--- src/logic/codec_regs.svh ---
`ifndef CODEC_REGS_SVH
`define CODEC_REGS_SVH

// ----------------------------------------
// Register offsets
// ----------------------------------------
`define A_IO1 6'h00
`define A_OPCTL 6'h02
`define A_MODE 6'h03
`define A_STREAM 6'h08
`define A_FSTAT1 6'h1A
`define A_FSTAT2 6'h1B

// ----------------------------------------
// Fields and reset values
// ----------------------------------------
`define MODE_OM 7:3
`define MODE_OOK 0
`define OM_STREAM 5'h0F
`define STR_SCF 6:5
`define STR_SCP 4:3
`define STR_STX 2:0
`define IO1_RST 8'h08
`define REG_RST 8'h00

// ----------------------------------------
// Timing in carrier cycles
// ----------------------------------------
`define SUBC_BASE 8'h10
`define SUBC_MIN 8'h04
`define TX_BASE 8'h80

// ----------------------------------------
// SPI framing and direct commands
// ----------------------------------------
`define OP_WR 2'h0
`define OP_RD 2'h1
`define OP_FIFO 2'h2
`define OP_CMD 2'h3
`define CMD_SET_DEFAULT 6'h01
`define CMD_TX_CRC 6'h04
`define CMD_TX_NOCRC 6'h05

`endif

--- src/logic/codec_pkg.sv ---
`default_nettype none
package codec_pkg;

    typedef enum logic [3:0] {
        ST_IDLE = 4'h1,
        ST_HUNT = 4'h2,
        ST_RX   = 4'h4,
        ST_TX   = 4'h8
    } cstate_t;

    typedef struct packed {
        logic [1:0] ss;
        logic [2:0] sck;
        logic [1:0] mosi;
        logic [2:0] rx;
    } pins_t;

    typedef struct packed {
        logic       first;
        logic [2:0] bitcnt;
        logic [1:0] op;
        logic [5:0] addr;
        logic [7:0] shi;
        logic [7:0] sho;
    } spi_t;

    typedef struct packed {
        pins_t            pin;
        spi_t             spi;
        logic [63:0][7:0] regs;
        cstate_t          cs;
        logic [7:0]       fcnt;
        logic [7:0]       agree;
        logic [7:0]       edges;
        logic             p0;
        logic [7:0]       rxsh;
        logic [2:0]       rxn;
        logic             pend;
        logic [7:0]       pbyte;
        logic             ovf;
        logic [7:0]       txsh;
        logic [3:0]       txn;
        logic             miso;
        logic             moe;
        logic             mod;
        logic             ook;
        logic             start;
        logic             endp;
    } codec_st_t;

endpackage
`default_nettype wire

--- src/logic/bpsk_stream_codec.sv ---
// What this block does
// - BPSK receive sub-carrier selectable from fc/16 to fc/4.
// - Reporting period spans one to eight sub-carrier periods.
// - First period with sub-carrier raises receive start and stores first bit.
// - Bit is 0 for the initial phase, 1 for inverted phase.
// - End of receive on the first period without sub-carrier.
// - Field value 01b gives fc/8 and two periods per report.
// - Transmit is the same for both receive variants, bits from FIFO.
// - Transmit period field sets how long each FIFO bit drives the modulator.
// - Bit 0 leaves carrier alone, bit 1 modulates with AM or OOK.
// - Transmit period value 000b gives 128 carrier cycles per bit.
// - Registers use a 6-bit address, 00h to 3Fh.
// - Set Default restores registers except both IO and operation control.
// - Configuration registers read and write; display registers read-only.
// - First bit sent or received sits in the byte's LSB.
// - Mode register selects stream mode; stream register holds its options.
`include "codec_regs.svh"
`default_nettype none
module bpsk_stream_codec
    import codec_pkg::*;
(
    input  wire logic clk_sys_in,
    input  wire logic rst_in,
    input  wire logic fc_tick_in,
    input  wire logic rx_subc_in,
    input  wire logic ss_n_in,
    input  wire logic sclk_in,
    input  wire logic mosi_in,
    output logic      miso_out,
    output logic      miso_oe_out,
    output logic      tx_mod_out,
    output logic      tx_ook_out,
    output logic      rx_start_out,
    output logic      rx_end_out
);

    // ----------------------------------------
    // Period decoding
    // ----------------------------------------
    function automatic logic [7:0] subc_len(input logic [1:0] f);
        subc_len = (f == 2'h3) ? `SUBC_MIN : (`SUBC_BASE >> f);
    endfunction

    function automatic logic [7:0] rep_len(input logic [1:0] f, input logic [1:0] p);
        rep_len = subc_len(f) << p;
    endfunction

    function automatic logic [7:0] tx_len(input logic [2:0] s);
        tx_len = `TX_BASE >> s;
    endfunction

    // Unmapped addresses share this so that they neither store nor read back.
    function automatic logic is_ro(input logic [5:0] a);
        is_ro = a inside {[6'h17:6'h1C], 6'h1F, 6'h20, 6'h23, 6'h25, 6'h28,
                          [6'h2B:6'h2D], 6'h2F, 6'h30, 6'h34, 6'h35, 6'h38,
                          6'h39, [6'h3C:6'h3F]};
    endfunction

    codec_st_t  st_ff;
    codec_st_t  nxt_st;
    logic [1:0] scf;
    logic [1:0] scp;
    logic [7:0] sl;
    logic [7:0] rl;
    logic [7:0] tl;
    logic [7:0] nper;
    logic       stream;
    logic       f_in_valid;
    logic       f_in_ready;
    logic [7:0] f_in_data;
    logic       f_out_valid;
    logic       f_out_ready;
    logic [7:0] f_out_data;
    logic [5:0] f_count;
    logic       spi_push;
    logic       spi_pop;
    logic       tx_take;
    logic       cmd_tx;
    logic       cmd_def;
    logic       wr_en;
    logic [7:0] byte_b;
    logic [7:0] pop_b;
    logic [7:0] ag;
    logic [7:0] ed;
    logic       rxs;
    logic       refb;
    logic       car;
    logic       ph;
    logic       rbit;

    assign scf    = st_ff.regs[`A_STREAM][`STR_SCF];
    assign scp    = st_ff.regs[`A_STREAM][`STR_SCP];
    assign sl     = subc_len(scf);
    assign rl     = rep_len(scf, scp);
    assign tl     = tx_len(st_ff.regs[`A_STREAM][`STR_STX]);
    assign nper   = 8'h01 << scp;
    assign stream = st_ff.regs[`A_MODE][`MODE_OM] == `OM_STREAM;

    function automatic logic [7:0] rd_byte(input logic [5:0] a);
        if (a == `A_FSTAT1) begin
            rd_byte = {2'h0, f_count};
        end else if (a == `A_FSTAT2) begin
            rd_byte = {st_ff.ovf, st_ff.pend, st_ff.cs == ST_TX, st_ff.cs == ST_RX,
                       1'b0, st_ff.rxn};
        end else if (is_ro(a)) begin
            rd_byte = 8'h00;
        end else begin
            rd_byte = st_ff.regs[a];
        end
    endfunction

    // ----------------------------------------
    // Shared data FIFO
    // ----------------------------------------
    // A finished receive byte waits in pend while the FIFO is full, so the
    // receiver never drops silently; a second byte meanwhile flags overflow.
    assign f_in_valid  = spi_push | st_ff.pend;
    assign f_in_data   = spi_push ? byte_b : st_ff.pbyte;
    assign f_out_ready = spi_pop | tx_take;

    stream_fifo #(
        .W (8),
        .D (32)
    ) u_fifo (
        .clk_sys_in    (clk_sys_in),
        .rst_in        (rst_in),
        .in_valid_in   (f_in_valid),
        .in_ready_out  (f_in_ready),
        .in_data_in    (f_in_data),
        .out_valid_out (f_out_valid),
        .out_ready_in  (f_out_ready),
        .out_data_out  (f_out_data),
        .count_out     (f_count)
    );

    // ----------------------------------------
    // Next state
    // ----------------------------------------
    always_comb begin
        nxt_st = st_ff;
        spi_push = 1'b0;
        spi_pop = 1'b0;
        tx_take = 1'b0;
        cmd_tx = 1'b0;
        cmd_def = 1'b0;
        wr_en = 1'b0;
        pop_b = 8'h00;
        car = 1'b0;
        ph = 1'b0;
        rbit = 1'b0;
        nxt_st.start = 1'b0;
        nxt_st.endp = 1'b0;
        nxt_st.pin.ss = {st_ff.pin.ss[0], ss_n_in};
        nxt_st.pin.sck = {st_ff.pin.sck[1:0], sclk_in};
        nxt_st.pin.mosi = {st_ff.pin.mosi[0], mosi_in};
        nxt_st.pin.rx = {st_ff.pin.rx[1:0], rx_subc_in};
        byte_b = {st_ff.spi.shi[6:0], st_ff.pin.mosi[1]};
        rxs = st_ff.pin.rx[1];
        refb = ~|(st_ff.fcnt & (sl >> 1));
        ag = st_ff.agree + {7'h0, rxs == refb};
        ed = st_ff.edges + {7'h0, rxs ^ st_ff.pin.rx[2]};

        // SPI slave: sample on falling SCLK, shift out on rising SCLK.
        if (st_ff.pin.ss[1]) begin
            nxt_st.spi.first = 1'b1;
            nxt_st.spi.bitcnt = 3'h0;
            nxt_st.moe = 1'b0;
        end else begin
            nxt_st.moe = 1'b1;
            if (st_ff.pin.sck[1] && !st_ff.pin.sck[2]) begin
                if (!st_ff.spi.first && st_ff.spi.op == `OP_FIFO && st_ff.spi.addr[0]
                    && st_ff.spi.bitcnt == 3'h0) begin
                    spi_pop = f_out_valid;
                    pop_b = f_out_valid ? f_out_data : 8'h00;
                    nxt_st.miso = pop_b[7];
                    nxt_st.spi.sho = {pop_b[6:0], 1'b0};
                end else begin
                    nxt_st.miso = st_ff.spi.sho[7];
                    nxt_st.spi.sho = {st_ff.spi.sho[6:0], 1'b0};
                end
            end
            if (!st_ff.pin.sck[1] && st_ff.pin.sck[2]) begin
                nxt_st.spi.shi = byte_b;
                nxt_st.spi.bitcnt = st_ff.spi.bitcnt + 3'h1;
                if (st_ff.spi.bitcnt == 3'h7) begin
                    if (st_ff.spi.first) begin
                        nxt_st.spi.first = 1'b0;
                        nxt_st.spi.op = byte_b[7:6];
                        nxt_st.spi.addr = byte_b[5:0];
                        nxt_st.spi.sho = rd_byte(byte_b[5:0]);
                        if (byte_b[7:6] == `OP_CMD) begin
                            cmd_def = byte_b[5:0] == `CMD_SET_DEFAULT;
                            cmd_tx = byte_b[5:0] == `CMD_TX_CRC
                                  || byte_b[5:0] == `CMD_TX_NOCRC;
                        end
                    end else begin
                        unique case (st_ff.spi.op)
                            `OP_WR: begin
                                wr_en = !is_ro(st_ff.spi.addr);
                                nxt_st.spi.addr = st_ff.spi.addr + 6'h01;
                            end
                            `OP_RD: begin
                                nxt_st.spi.addr = st_ff.spi.addr + 6'h01;
                                nxt_st.spi.sho = rd_byte(st_ff.spi.addr + 6'h01);
                            end
                            `OP_FIFO: begin
                                spi_push = !st_ff.spi.addr[0];
                            end
                            `OP_CMD: begin
                            end
                        endcase
                    end
                end
            end
        end

        if (wr_en) begin
            nxt_st.regs[st_ff.spi.addr] = byte_b;
        end
        if (cmd_def) begin
            for (int i = 3; i < 64; i++) begin
                nxt_st.regs[i] = `REG_RST;
            end
        end
        if (st_ff.spi.first == 1'b0 && st_ff.spi.op == `OP_RD
            && st_ff.spi.addr == `A_FSTAT2 && wr_en == 1'b0 && cmd_def == 1'b0
            && st_ff.pin.sck[1] && !st_ff.pin.sck[2] && st_ff.spi.bitcnt == 3'h0) begin
            nxt_st.ovf = 1'b0;
        end
        if (st_ff.pend && !spi_push && f_in_ready) begin
            nxt_st.pend = 1'b0;
        end
        if (spi_push && !f_in_ready) begin
            nxt_st.ovf = 1'b1;
        end

        // Codec state machine; the receive side runs whenever stream mode idles.
        nxt_st.ook = st_ff.regs[`A_MODE][`MODE_OOK];
        unique case (st_ff.cs)
            ST_IDLE: begin
                nxt_st.mod = 1'b0;
                nxt_st.fcnt = 8'h00;
                nxt_st.agree = 8'h00;
                nxt_st.edges = 8'h00;
                nxt_st.rxn = 3'h0;
                nxt_st.rxsh = 8'h00;
                if (stream) begin
                    nxt_st.cs = ST_HUNT;
                end
            end
            ST_HUNT, ST_RX: begin
                nxt_st.edges = ed;
                if (fc_tick_in) begin
                    nxt_st.agree = ag;
                    nxt_st.fcnt = st_ff.fcnt + 8'h01;
                    if (st_ff.fcnt == rl - 8'h01) begin
                        nxt_st.fcnt = 8'h00;
                        nxt_st.agree = 8'h00;
                        nxt_st.edges = 8'h00;
                        car = ed >= nper;
                        ph = ag < (rl >> 1);
                        rbit = (st_ff.cs == ST_HUNT) ? 1'b0 : (ph ^ st_ff.p0);
                        if (car) begin
                            if (st_ff.cs == ST_HUNT) begin
                                nxt_st.p0 = ph;
                                nxt_st.start = 1'b1;
                                nxt_st.cs = ST_RX;
                            end
                            nxt_st.rxsh[st_ff.rxn] = rbit;
                            nxt_st.rxn = st_ff.rxn + 3'h1;
                            if (st_ff.rxn == 3'h7) begin
                                if (nxt_st.pend) begin
                                    nxt_st.ovf = 1'b1;
                                end
                                nxt_st.pend = 1'b1;
                                nxt_st.pbyte = nxt_st.rxsh;
                                nxt_st.rxsh = 8'h00;
                            end
                        end else if (st_ff.cs == ST_RX) begin
                            nxt_st.endp = 1'b1;
                            nxt_st.cs = ST_HUNT;
                            nxt_st.rxn = 3'h0;
                            nxt_st.rxsh = 8'h00;
                            if (st_ff.rxn != 3'h0) begin
                                if (nxt_st.pend) begin
                                    nxt_st.ovf = 1'b1;
                                end
                                nxt_st.pend = 1'b1;
                                nxt_st.pbyte = st_ff.rxsh;
                            end
                        end
                    end
                end
            end
            ST_TX: begin
                if (st_ff.txn == 4'h0) begin
                    if (f_out_valid && !spi_pop) begin
                        tx_take = 1'b1;
                        nxt_st.txsh = f_out_data;
                        nxt_st.txn = 4'h8;
                        nxt_st.fcnt = 8'h00;
                        nxt_st.mod = f_out_data[0];
                    end else if (!f_out_valid) begin
                        nxt_st.cs = ST_IDLE;
                        nxt_st.mod = 1'b0;
                    end
                end else if (fc_tick_in) begin
                    nxt_st.fcnt = st_ff.fcnt + 8'h01;
                    if (st_ff.fcnt == tl - 8'h01) begin
                        nxt_st.fcnt = 8'h00;
                        nxt_st.txsh = {1'b0, st_ff.txsh[7:1]};
                        nxt_st.txn = st_ff.txn - 4'h1;
                        if (st_ff.txn != 4'h1) begin
                            nxt_st.mod = st_ff.txsh[1];
                        end
                    end
                end
            end
            default: begin
                nxt_st.cs = ST_IDLE;
            end
        endcase
        if (cmd_tx && stream) begin
            nxt_st.cs = ST_TX;
            nxt_st.txn = 4'h0;
            nxt_st.fcnt = 8'h00;
        end
        if (!stream) begin
            nxt_st.cs = ST_IDLE;
            nxt_st.mod = 1'b0;
        end
    end

    // ----------------------------------------
    // State register
    // ----------------------------------------
    always_ff @(posedge clk_sys_in or posedge rst_in) begin
        if (rst_in) begin
            st_ff <= '0;
            st_ff.pin.ss <= 2'h3;
            st_ff.spi.first <= 1'b1;
            st_ff.regs[`A_IO1] <= `IO1_RST;
            st_ff.cs <= ST_IDLE;
        end else begin
            st_ff <= nxt_st;
        end
    end

    assign miso_out     = st_ff.miso;
    assign miso_oe_out  = st_ff.moe;
    assign tx_mod_out   = st_ff.mod;
    assign tx_ook_out   = st_ff.ook;
    assign rx_start_out = st_ff.start;
    assign rx_end_out   = st_ff.endp;
endmodule // bpsk_stream_codec
`default_nettype wire

--- src/logic/stream_fifo.sv ---
`default_nettype none
module stream_fifo #(
    parameter int W = 8,
    parameter int D = 32
) (
    input  wire logic                   clk_sys_in,
    input  wire logic                   rst_in,
    input  wire logic                   in_valid_in,
    output logic                        in_ready_out,
    input  wire logic [W-1:0]           in_data_in,
    output logic                        out_valid_out,
    input  wire logic                   out_ready_in,
    output logic [W-1:0]                out_data_out,
    output logic [$clog2(D+1)-1:0]      count_out
);
    localparam int AW = $clog2(D);
    localparam int CW = $clog2(D + 1);

    typedef struct packed {
        logic [D-1:0][W-1:0] mem;
        logic [AW-1:0]       rd;
        logic [AW-1:0]       wr;
        logic [CW-1:0]       cnt;
    } fifo_st_t;

    fifo_st_t st_ff;
    fifo_st_t nxt_st;
    logic     push;
    logic     pop;

    assign in_ready_out  = st_ff.cnt != CW'(D);
    assign out_valid_out = st_ff.cnt != '0;
    assign out_data_out  = st_ff.mem[st_ff.rd];
    assign count_out     = st_ff.cnt;

    always_comb begin
        nxt_st = st_ff;
        push = in_valid_in & in_ready_out;
        pop = out_valid_out & out_ready_in;
        if (push) begin
            nxt_st.mem[st_ff.wr] = in_data_in;
            nxt_st.wr = st_ff.wr + 1'b1;
        end
        if (pop) begin
            nxt_st.rd = st_ff.rd + 1'b1;
        end
        nxt_st.cnt = st_ff.cnt + CW'(push) - CW'(pop);
    end

    always_ff @(posedge clk_sys_in or posedge rst_in) begin
        if (rst_in) begin
            st_ff <= '0;
        end else begin
            st_ff <= nxt_st;
        end
    end
endmodule // stream_fifo
`default_nettype wire

--- config.mk ---
export PLATFORM = sky130hd
export DESIGN_NAME = bpsk_stream_codec
export DESIGN_NICKNAME = d
export VERILOG_FILES = /design/src/logic/codec_pkg.sv /design/src/logic/bpsk_stream_codec.sv /design/src/logic/stream_fifo.sv
export VERILOG_INCLUDE_DIRS = /design/src /design/src/logic
export SDC_FILE = /design/constraint.sdc
export NUM_CORES = 2
export LEC_CHECK = 0
export ABC_AREA = 1
export BUFFER_PORTS_ARGS = -buffer_cell sky130_fd_sc_hd__buf_2
export CAP_MARGIN = 20
export CORE_ASPECT_RATIO = 2
export CORE_MARGIN = 5
export CORE_UTILIZATION = 55
export DETAILED_ROUTE_END_ITERATION = 6
export PLACE_DENSITY_LB_ADDON = 0.25
export SETUP_SLACK_MARGIN = 0.5
export SLEW_MARGIN = 40
export SYNTH_ARGS = -nofsm -noshare
export SYNTH_HDL_FRONTEND = slang
export SYNTH_SLANG_ARGS = --single-unit
export TNS_END_PERCENT = 10
--- constraint.sdc ---
create_clock -name clk_sys_in -period 46 [get_ports clk_sys_in]
set_input_delay 6.9 -clock clk_sys_in [delete_from_list [all_inputs] [get_ports clk_sys_in]]
set_output_delay 6.9 -clock clk_sys_in [all_outputs]
set_load 0.02 [all_outputs]
=== After elaboration in Yosys (flattened, before gate mapping) ===
Index checks and enable logic that the tools add are counted.

* $add $sub $neg: 13
* Multipliers: 0
* Divide/modulo/power cells: 0
* Magnitude comparators: 29
* Equality and inequality tests: 78
* Shift operators: 4
* Muxes and demuxes: 119
* Bitwise operators: 11
* Reduce and logical (&&, ||, !) cells: 77

{| class="wikitable"
|+ Operator list
! operator !! count
|-
| bitwise mux 512 bit || 1
|-
| 2-to-1 mux 512 bit || 1
|-
| 2-to-1 mux 488 bit || 1
|-
| bitwise mux 256 bit || 1
|-
| 2-to-1 mux 8 bit || 25
|-
| == test 6 bit (second input constant) || 30
|-
| 2-to-1 mux 50 bit || 2
|-
| binary-select mux 8 bit (select 6 bit) || 2
|-
| 2-to-1 mux 12 bit || 5
|-
| demux 8 bit (select 6 bit) || 1
|-
| == test 6 x 5 -> 1 bit (second input constant) || 8
|-
| 2-to-1 mux 1 bit || 48
|-
| 2-to-1 mux 4 bit || 11
|-
| 2-to-1 mux 21 bit || 2
|-
| nonzero test 14 bit || 3
|-
| binary-select mux 8 bit (select 5 bit) || 1
|-
| demux 8 bit (select 5 bit) || 1
|-
| greater-or-equal comparator 6 bit (second input constant) || 6
|-
| less-or-equal comparator 6 bit (second input constant) || 6
|-
| one-hot mux 16 bit (2 select lines) || 1
|-
| 2-to-1 mux 10 bit || 3
|-
| logical AND 1 bit || 29
|-
| 2-to-1 mux 28 bit || 1
|-
| one-hot mux 8 bit (3 select lines) || 1
|-
| 74 further kinds || 141
|}

* Register bits after elaboration: 890
* Latch bits: 0
* Bits in writable memories: 0
* Bits in read-only memories: 0
* Input port bits: 7
* Output and inout port bits: 6
* Logic and storage cells: 458
* Memories kept: 0

=== Longest topological paths before layout ===
* Word-level depth: 26
* Depth in mapped cells: 26
* Gate-level depth less buffers: 21

=== Cells and area by module ===
Synthesis repeated with hierarchy kept, for this count alone.

* Cell total of the unflattened synthesis: 6,755
* Area total of the unflattened synthesis: 48,418.9 µm²

{| class="wikitable"
|+ By module, submodules not included
! module !! instances !! cells each !! area an instance (µm²) !! seq. area each (µm²)
|-
| bpsk_stream_codec || 1 || 5,048 || 35,252.6 || 15,421.0
|-
| stream_fifo || 1 || 1,707 || 13,166.4 || 6,806.5
|}

=== Worst setup path after synthesis ===
Ideal clock, no wire load.

* Path type: in2reg
* From: in fc_tick_in
* To: reg st_ff[31] (netlist bit)
* Setup time: 83 ps
* Arrival time: 7,891 ps
* Data required time: 45,917 ps
* Setup slack: 38,026 ps
* Cell stages on the path: 8
* Path buffers: 0
* Cells stage by stage: inv_1 > nor2_1 > inv_1 > nor2_4 > nand2_2 > nor2_4 > nand3_1 > o21ai_0

* Longest elaborated chain between the ends: 2

{| class="wikitable"
|+ Ends and longest elaborated chain
! what !! RTL line !! source
|-
| start: declaration || bpsk_stream_codec.sv:24 || <nowiki>input wire logic fc_tick_in,</nowiki>
|-
| != test 2 bit (no line) || - ||
|-
| AND reduction 4 bit (no line) || - ||
|-
| end signal: assignment || bpsk_stream_codec.sv:345 || <nowiki>st_ff <= nxt_st;</nowiki>
|-
| end: declaration || bpsk_stream_codec.sv:59 || <nowiki>codec_st_t st_ff;</nowiki>
|}

No other way between the ends.
A chain may end at the register's enable or synchronous reset.

==> summary.md <==
- **area of all sequential standard cells** 22200 µm²
- **warnings from Yosys** 0
- **share of async-settable or async-resettable flops after synthesis** 1.00
- **synthesis-to-finish area growth** 7.59%
- **clock latency on the worst-skew pair** 710 ps
- **largest fanout on the critical path** 138
- **sequential cell area fraction in the yosys report** 0.465
- **number of synthesized flops with an enable pin** 0
- **Post-Synthesis Net Count** 6442
- **Multi-input gate area** 21800 µm²
- **first-pass GRT wire length** 266 mm
- **Fmax achieved** 98.7 MHz
- **post-CTS repair timing setup buffer count** 0
- **Mean Syn Cell Area** 7.48 µm²
- **flop and latch count out of synthesis** 888
- **Critical Path AT** 10910 ps
- **Final Max Slew Viols** 0
- **HPWL after DPL** 113 mm
- **Top-Level Pins** 13
- **total leakage power** 0.0233 µW
- **element type at the critical path start** primary input
- **NumNets Final** 6229
- **count of unresolved DRC violations after routing** 0
- **worst min-delay path category** reg -> reg
- **number of H-tree branching levels** 3
- **final clock skew** 28.9 ps
- **CTS clock-pin slew for the worst setup and hold paths** 60 ps
- **switching portion of total power** 0.285
- **Routed Wire Length** 174 mm
- **Layout fillers** 7997
- **Max-Slew Margin vs Limit** 0.347
- **routability congestion estimate from global placement** 0.983
- **hold violation total from the final report** 0
- **clock network power share** 0.429
- **power share of the combinational group** 0.116
- **number of standard cells after synthesis** 6390
- **largest net degree at the start of global routing** 183
- **Routed Antenna Nets** 0
- **DRC violation total after the first TritonRoute iteration** 5369
- **switching pwr** 496 µW
- **number of buffer cells added on primary ports** 12
- **Setup TNS Final** 0 ps
- **clock buffers created by TritonCTS** 82
- **outcome** finished, final reports clean
- **Die X-Extent** 218 µm
- **worst vdd ir** 0.0342 mV
- **unrepaired setup endpoints after global routing** false
- **PwrDens** 33.8 nW/µm²
- **Clock Tree Buf Depth** 3
- **placeable core region** 86700 µm²
- **final core utilization** 0.593
- **most frequently used flop master after synthesis** sky130_fd_sc_hd__dfrtp_1
- **number of antenna violations at the first check in global routing** 2
- **crit end category** asynchronous set/reset pin
- **layout cell share with drive strength beyond 1** 0.0565
- **Total GRT Usage** 0.372
- **Critical Path RT** 46780 ps
- **number of max-capacitance violations reported** 0
- **detail-routed via count per cell** 6.15
- **via count of the first global-routing pass** 45200
- **die outline area** 93300 µm²
- **netlist area before placement** 47800 µm²
- **mean routed wirelength per cell** 23.5 µm
- **placed cells** 7251
- **vias** 45600
- **slew of the pin with the lowest slew margin** 976 ps
- **Crit Path Category** in -> async
- **Tmin final** 10130 ps
- **period utilisation layout** 0.220
- **starting utilization of the core area** 0.551
- **post-route insts no fill** 7409
- **CTS tree** done
- **remaining global-route overflow** 0
- **hold buffer count at cts** 0
- **count of different cell masters after synthesis** 57
- **clock tree sinks** 888
- **number of optimization iterations in the first detailed-route pass** 7
- **count of instances resized after the clock tree is built** 0
- **total of endpoints with negative setup slack in the final report** 0
- **standard-cell rows** 153
- **sequential group share of total power** 0.455
- **library cell used as clock root buffer** sky130_fd_sc_hd__clkbuf_16
- **chip height** 427 µm
- **Internal Power** 1240 µW
-- power groups by stage --
stage	Clock (µW)	Combinational, µW	Sequential, µW
5_1_grt	782	209	790
3_5_place_dp	0	190	805
6_report	745	202	790
2_1_floorplan	0	110	801
4_1_cts	754	190	790
3_3_place_gp	0	187	805
-- per-stage QoR --
step                power [µW]  setup slack, ps  hold WS [ps]  area, µm²
finish                    1740            35870           349      51400
global route              1780            35270           359      51400
CTS                       1730            35330           351      51300
detailed placement         995            34590           337      48400
global placement           992            33980           337      48300
floorplan                  911            14150           331      47800
-- per-layer routing --
layer,global-route usage,wire (µm)
met4,0.333,19200
met2,0.607,82300
met1,0.409,58300
met5,0,0
met3,0.0705,14300
-- path summary, 6_finish.rpt --
path                            depth (start not counted)    startpoint           endpoint  slack, ps
max in group clk_sys_in                                 1  rx_start_out       rx_start_out      37840
worst max register to register                         22    st_ff[596]         st_ff[582]      40960
worst min-delay path                                    0   nxt_st[614]        nxt_st[615]        350
worst max-delay path                                    8        rst_in          st_ff[90]      35870
min in group asynchronous                               2        rst_in  u_fifo.st_ff[193]       6350
worst min register to register                          0   nxt_st[614]        nxt_st[615]        350
-- cell usage in the layout (no fill, tap or decap), types with 7 or more instances in the layout --
cell	instances
sky130_fd_sc_hd__nand2_1	1697
sky130_fd_sc_hd__dfrtp_1	879
sky130_fd_sc_hd__o21ai_0	795
sky130_fd_sc_hd__inv_1	575
sky130_fd_sc_hd__nor2_1	528
sky130_fd_sc_hd__o22ai_1	325
sky130_fd_sc_hd__a21oi_1	324
sky130_fd_sc_hd__nand3_1	314
sky130_fd_sc_hd__o21a_1	123
sky130_fd_sc_hd__clkbuf_16	84
sky130_fd_sc_hd__o211ai_1	61
sky130_fd_sc_hd__nand4_1	58
sky130_fd_sc_hd__ha_1	43
sky130_fd_sc_hd__buf_4	41
sky130_fd_sc_hd__nor2_2	34
sky130_fd_sc_hd__xor2_1	30
sky130_fd_sc_hd__inv_2	28
sky130_fd_sc_hd__nor3_1	27
sky130_fd_sc_hd__clkbuf_8	18
sky130_fd_sc_hd__buf_6	17
sky130_fd_sc_hd__a22oi_1	16
sky130_fd_sc_hd__nor2_4	14
sky130_fd_sc_hd__clkinv_2	14
sky130_fd_sc_hd__clkbuf_1	14
sky130_fd_sc_hd__a31oi_1	13
sky130_fd_sc_hd__mux2i_1	12
sky130_fd_sc_hd__buf_2	12
sky130_fd_sc_hd__or2_2	9
sky130_fd_sc_hd__bufinv_16	9
sky130_fd_sc_hd__clkinv_1	8
sky130_fd_sc_hd__o21ai_1	7
sky130_fd_sc_hd__nand2_2	7
-- cell usage after synthesis, types with 28 or more instances --
master / count / share of area
sky130_fd_sc_hd__nor3_1: 28 / 0.0029
sky130_fd_sc_hd__nand3_1: 315 / 0.033
sky130_fd_sc_hd__dfrtp_1: 883 / 0.46
sky130_fd_sc_hd__o21ai_0: 797 / 0.083
sky130_fd_sc_hd__nand2_1: 1701 / 0.13
sky130_fd_sc_hd__o211ai_1: 61 / 0.0096
sky130_fd_sc_hd__inv_1: 586 / 0.046
sky130_fd_sc_hd__o22ai_1: 325 / 0.043
sky130_fd_sc_hd__o21a_1: 125 / 0.020
sky130_fd_sc_hd__ha_1: 44 / 0.012
sky130_fd_sc_hd__buf_2: 108 / 0.011
sky130_fd_sc_hd__a21oi_1: 324 / 0.034
sky130_fd_sc_hd__nand4_1: 58 / 0.0076
sky130_fd_sc_hd__nor2_1: 553 / 0.043
sky130_fd_sc_hd__xor2_1: 30 / 0.0055
sky130_fd_sc_hd__clkbuf_1: 207 / 0.016
sky130_fd_sc_hd__buf_1: 39 / 0.0031
-- sequential cells by signal, indices dropped and copies added, names as in the netlist --
signal and flops:
tx_mod_out 1, tx_ook_out 1, scf 2, u_fifo.st_ff 266, st_ff 591, scp 2
rx_start_out 1, miso_out 1, miso_oe_out 1, nxt_st 7, byte_b 8, rx_end_out 1
u_fifo.count_out 6
-- cell families after synthesis --
logic type                 after synthesis  share of synthesized area
xor gates and xnor gates                36                    0.00660
and+or+nand+nor                       2720                      0.232
adders and majority gates               45                     0.0119
muxes                                   12                    0.00251
buffers and inverters                  992                     0.0825
AOI/OAI and AO/OA                     1697                      0.199
DFF                                    888                      0.465
-- worst max-delay path: stages --
cell	delay, ps
sky130_fd_sc_hd__buf_2	140
sky130_fd_sc_hd__inv_12	490
sky130_fd_sc_hd__buf_6	590
sky130_fd_sc_hd__buf_6	610
sky130_fd_sc_hd__buf_12	340
sky130_fd_sc_hd__buf_16	420
sky130_fd_sc_hd__buf_6	530
sky130_fd_sc_hd__buf_6	580
-- final cells by class --
type                    instances  share of cell area
clock buffers                 116              0.0467
flip-flops and latches        888               0.432
clock inverters                37             0.00942
inverters                     618              0.0456
diodes                          1           0.0000487
repair buffers                 77              0.0136
multi-input cells            4510               0.424
well taps                    1162              0.0283
Power figures use the tool's default switching activity.
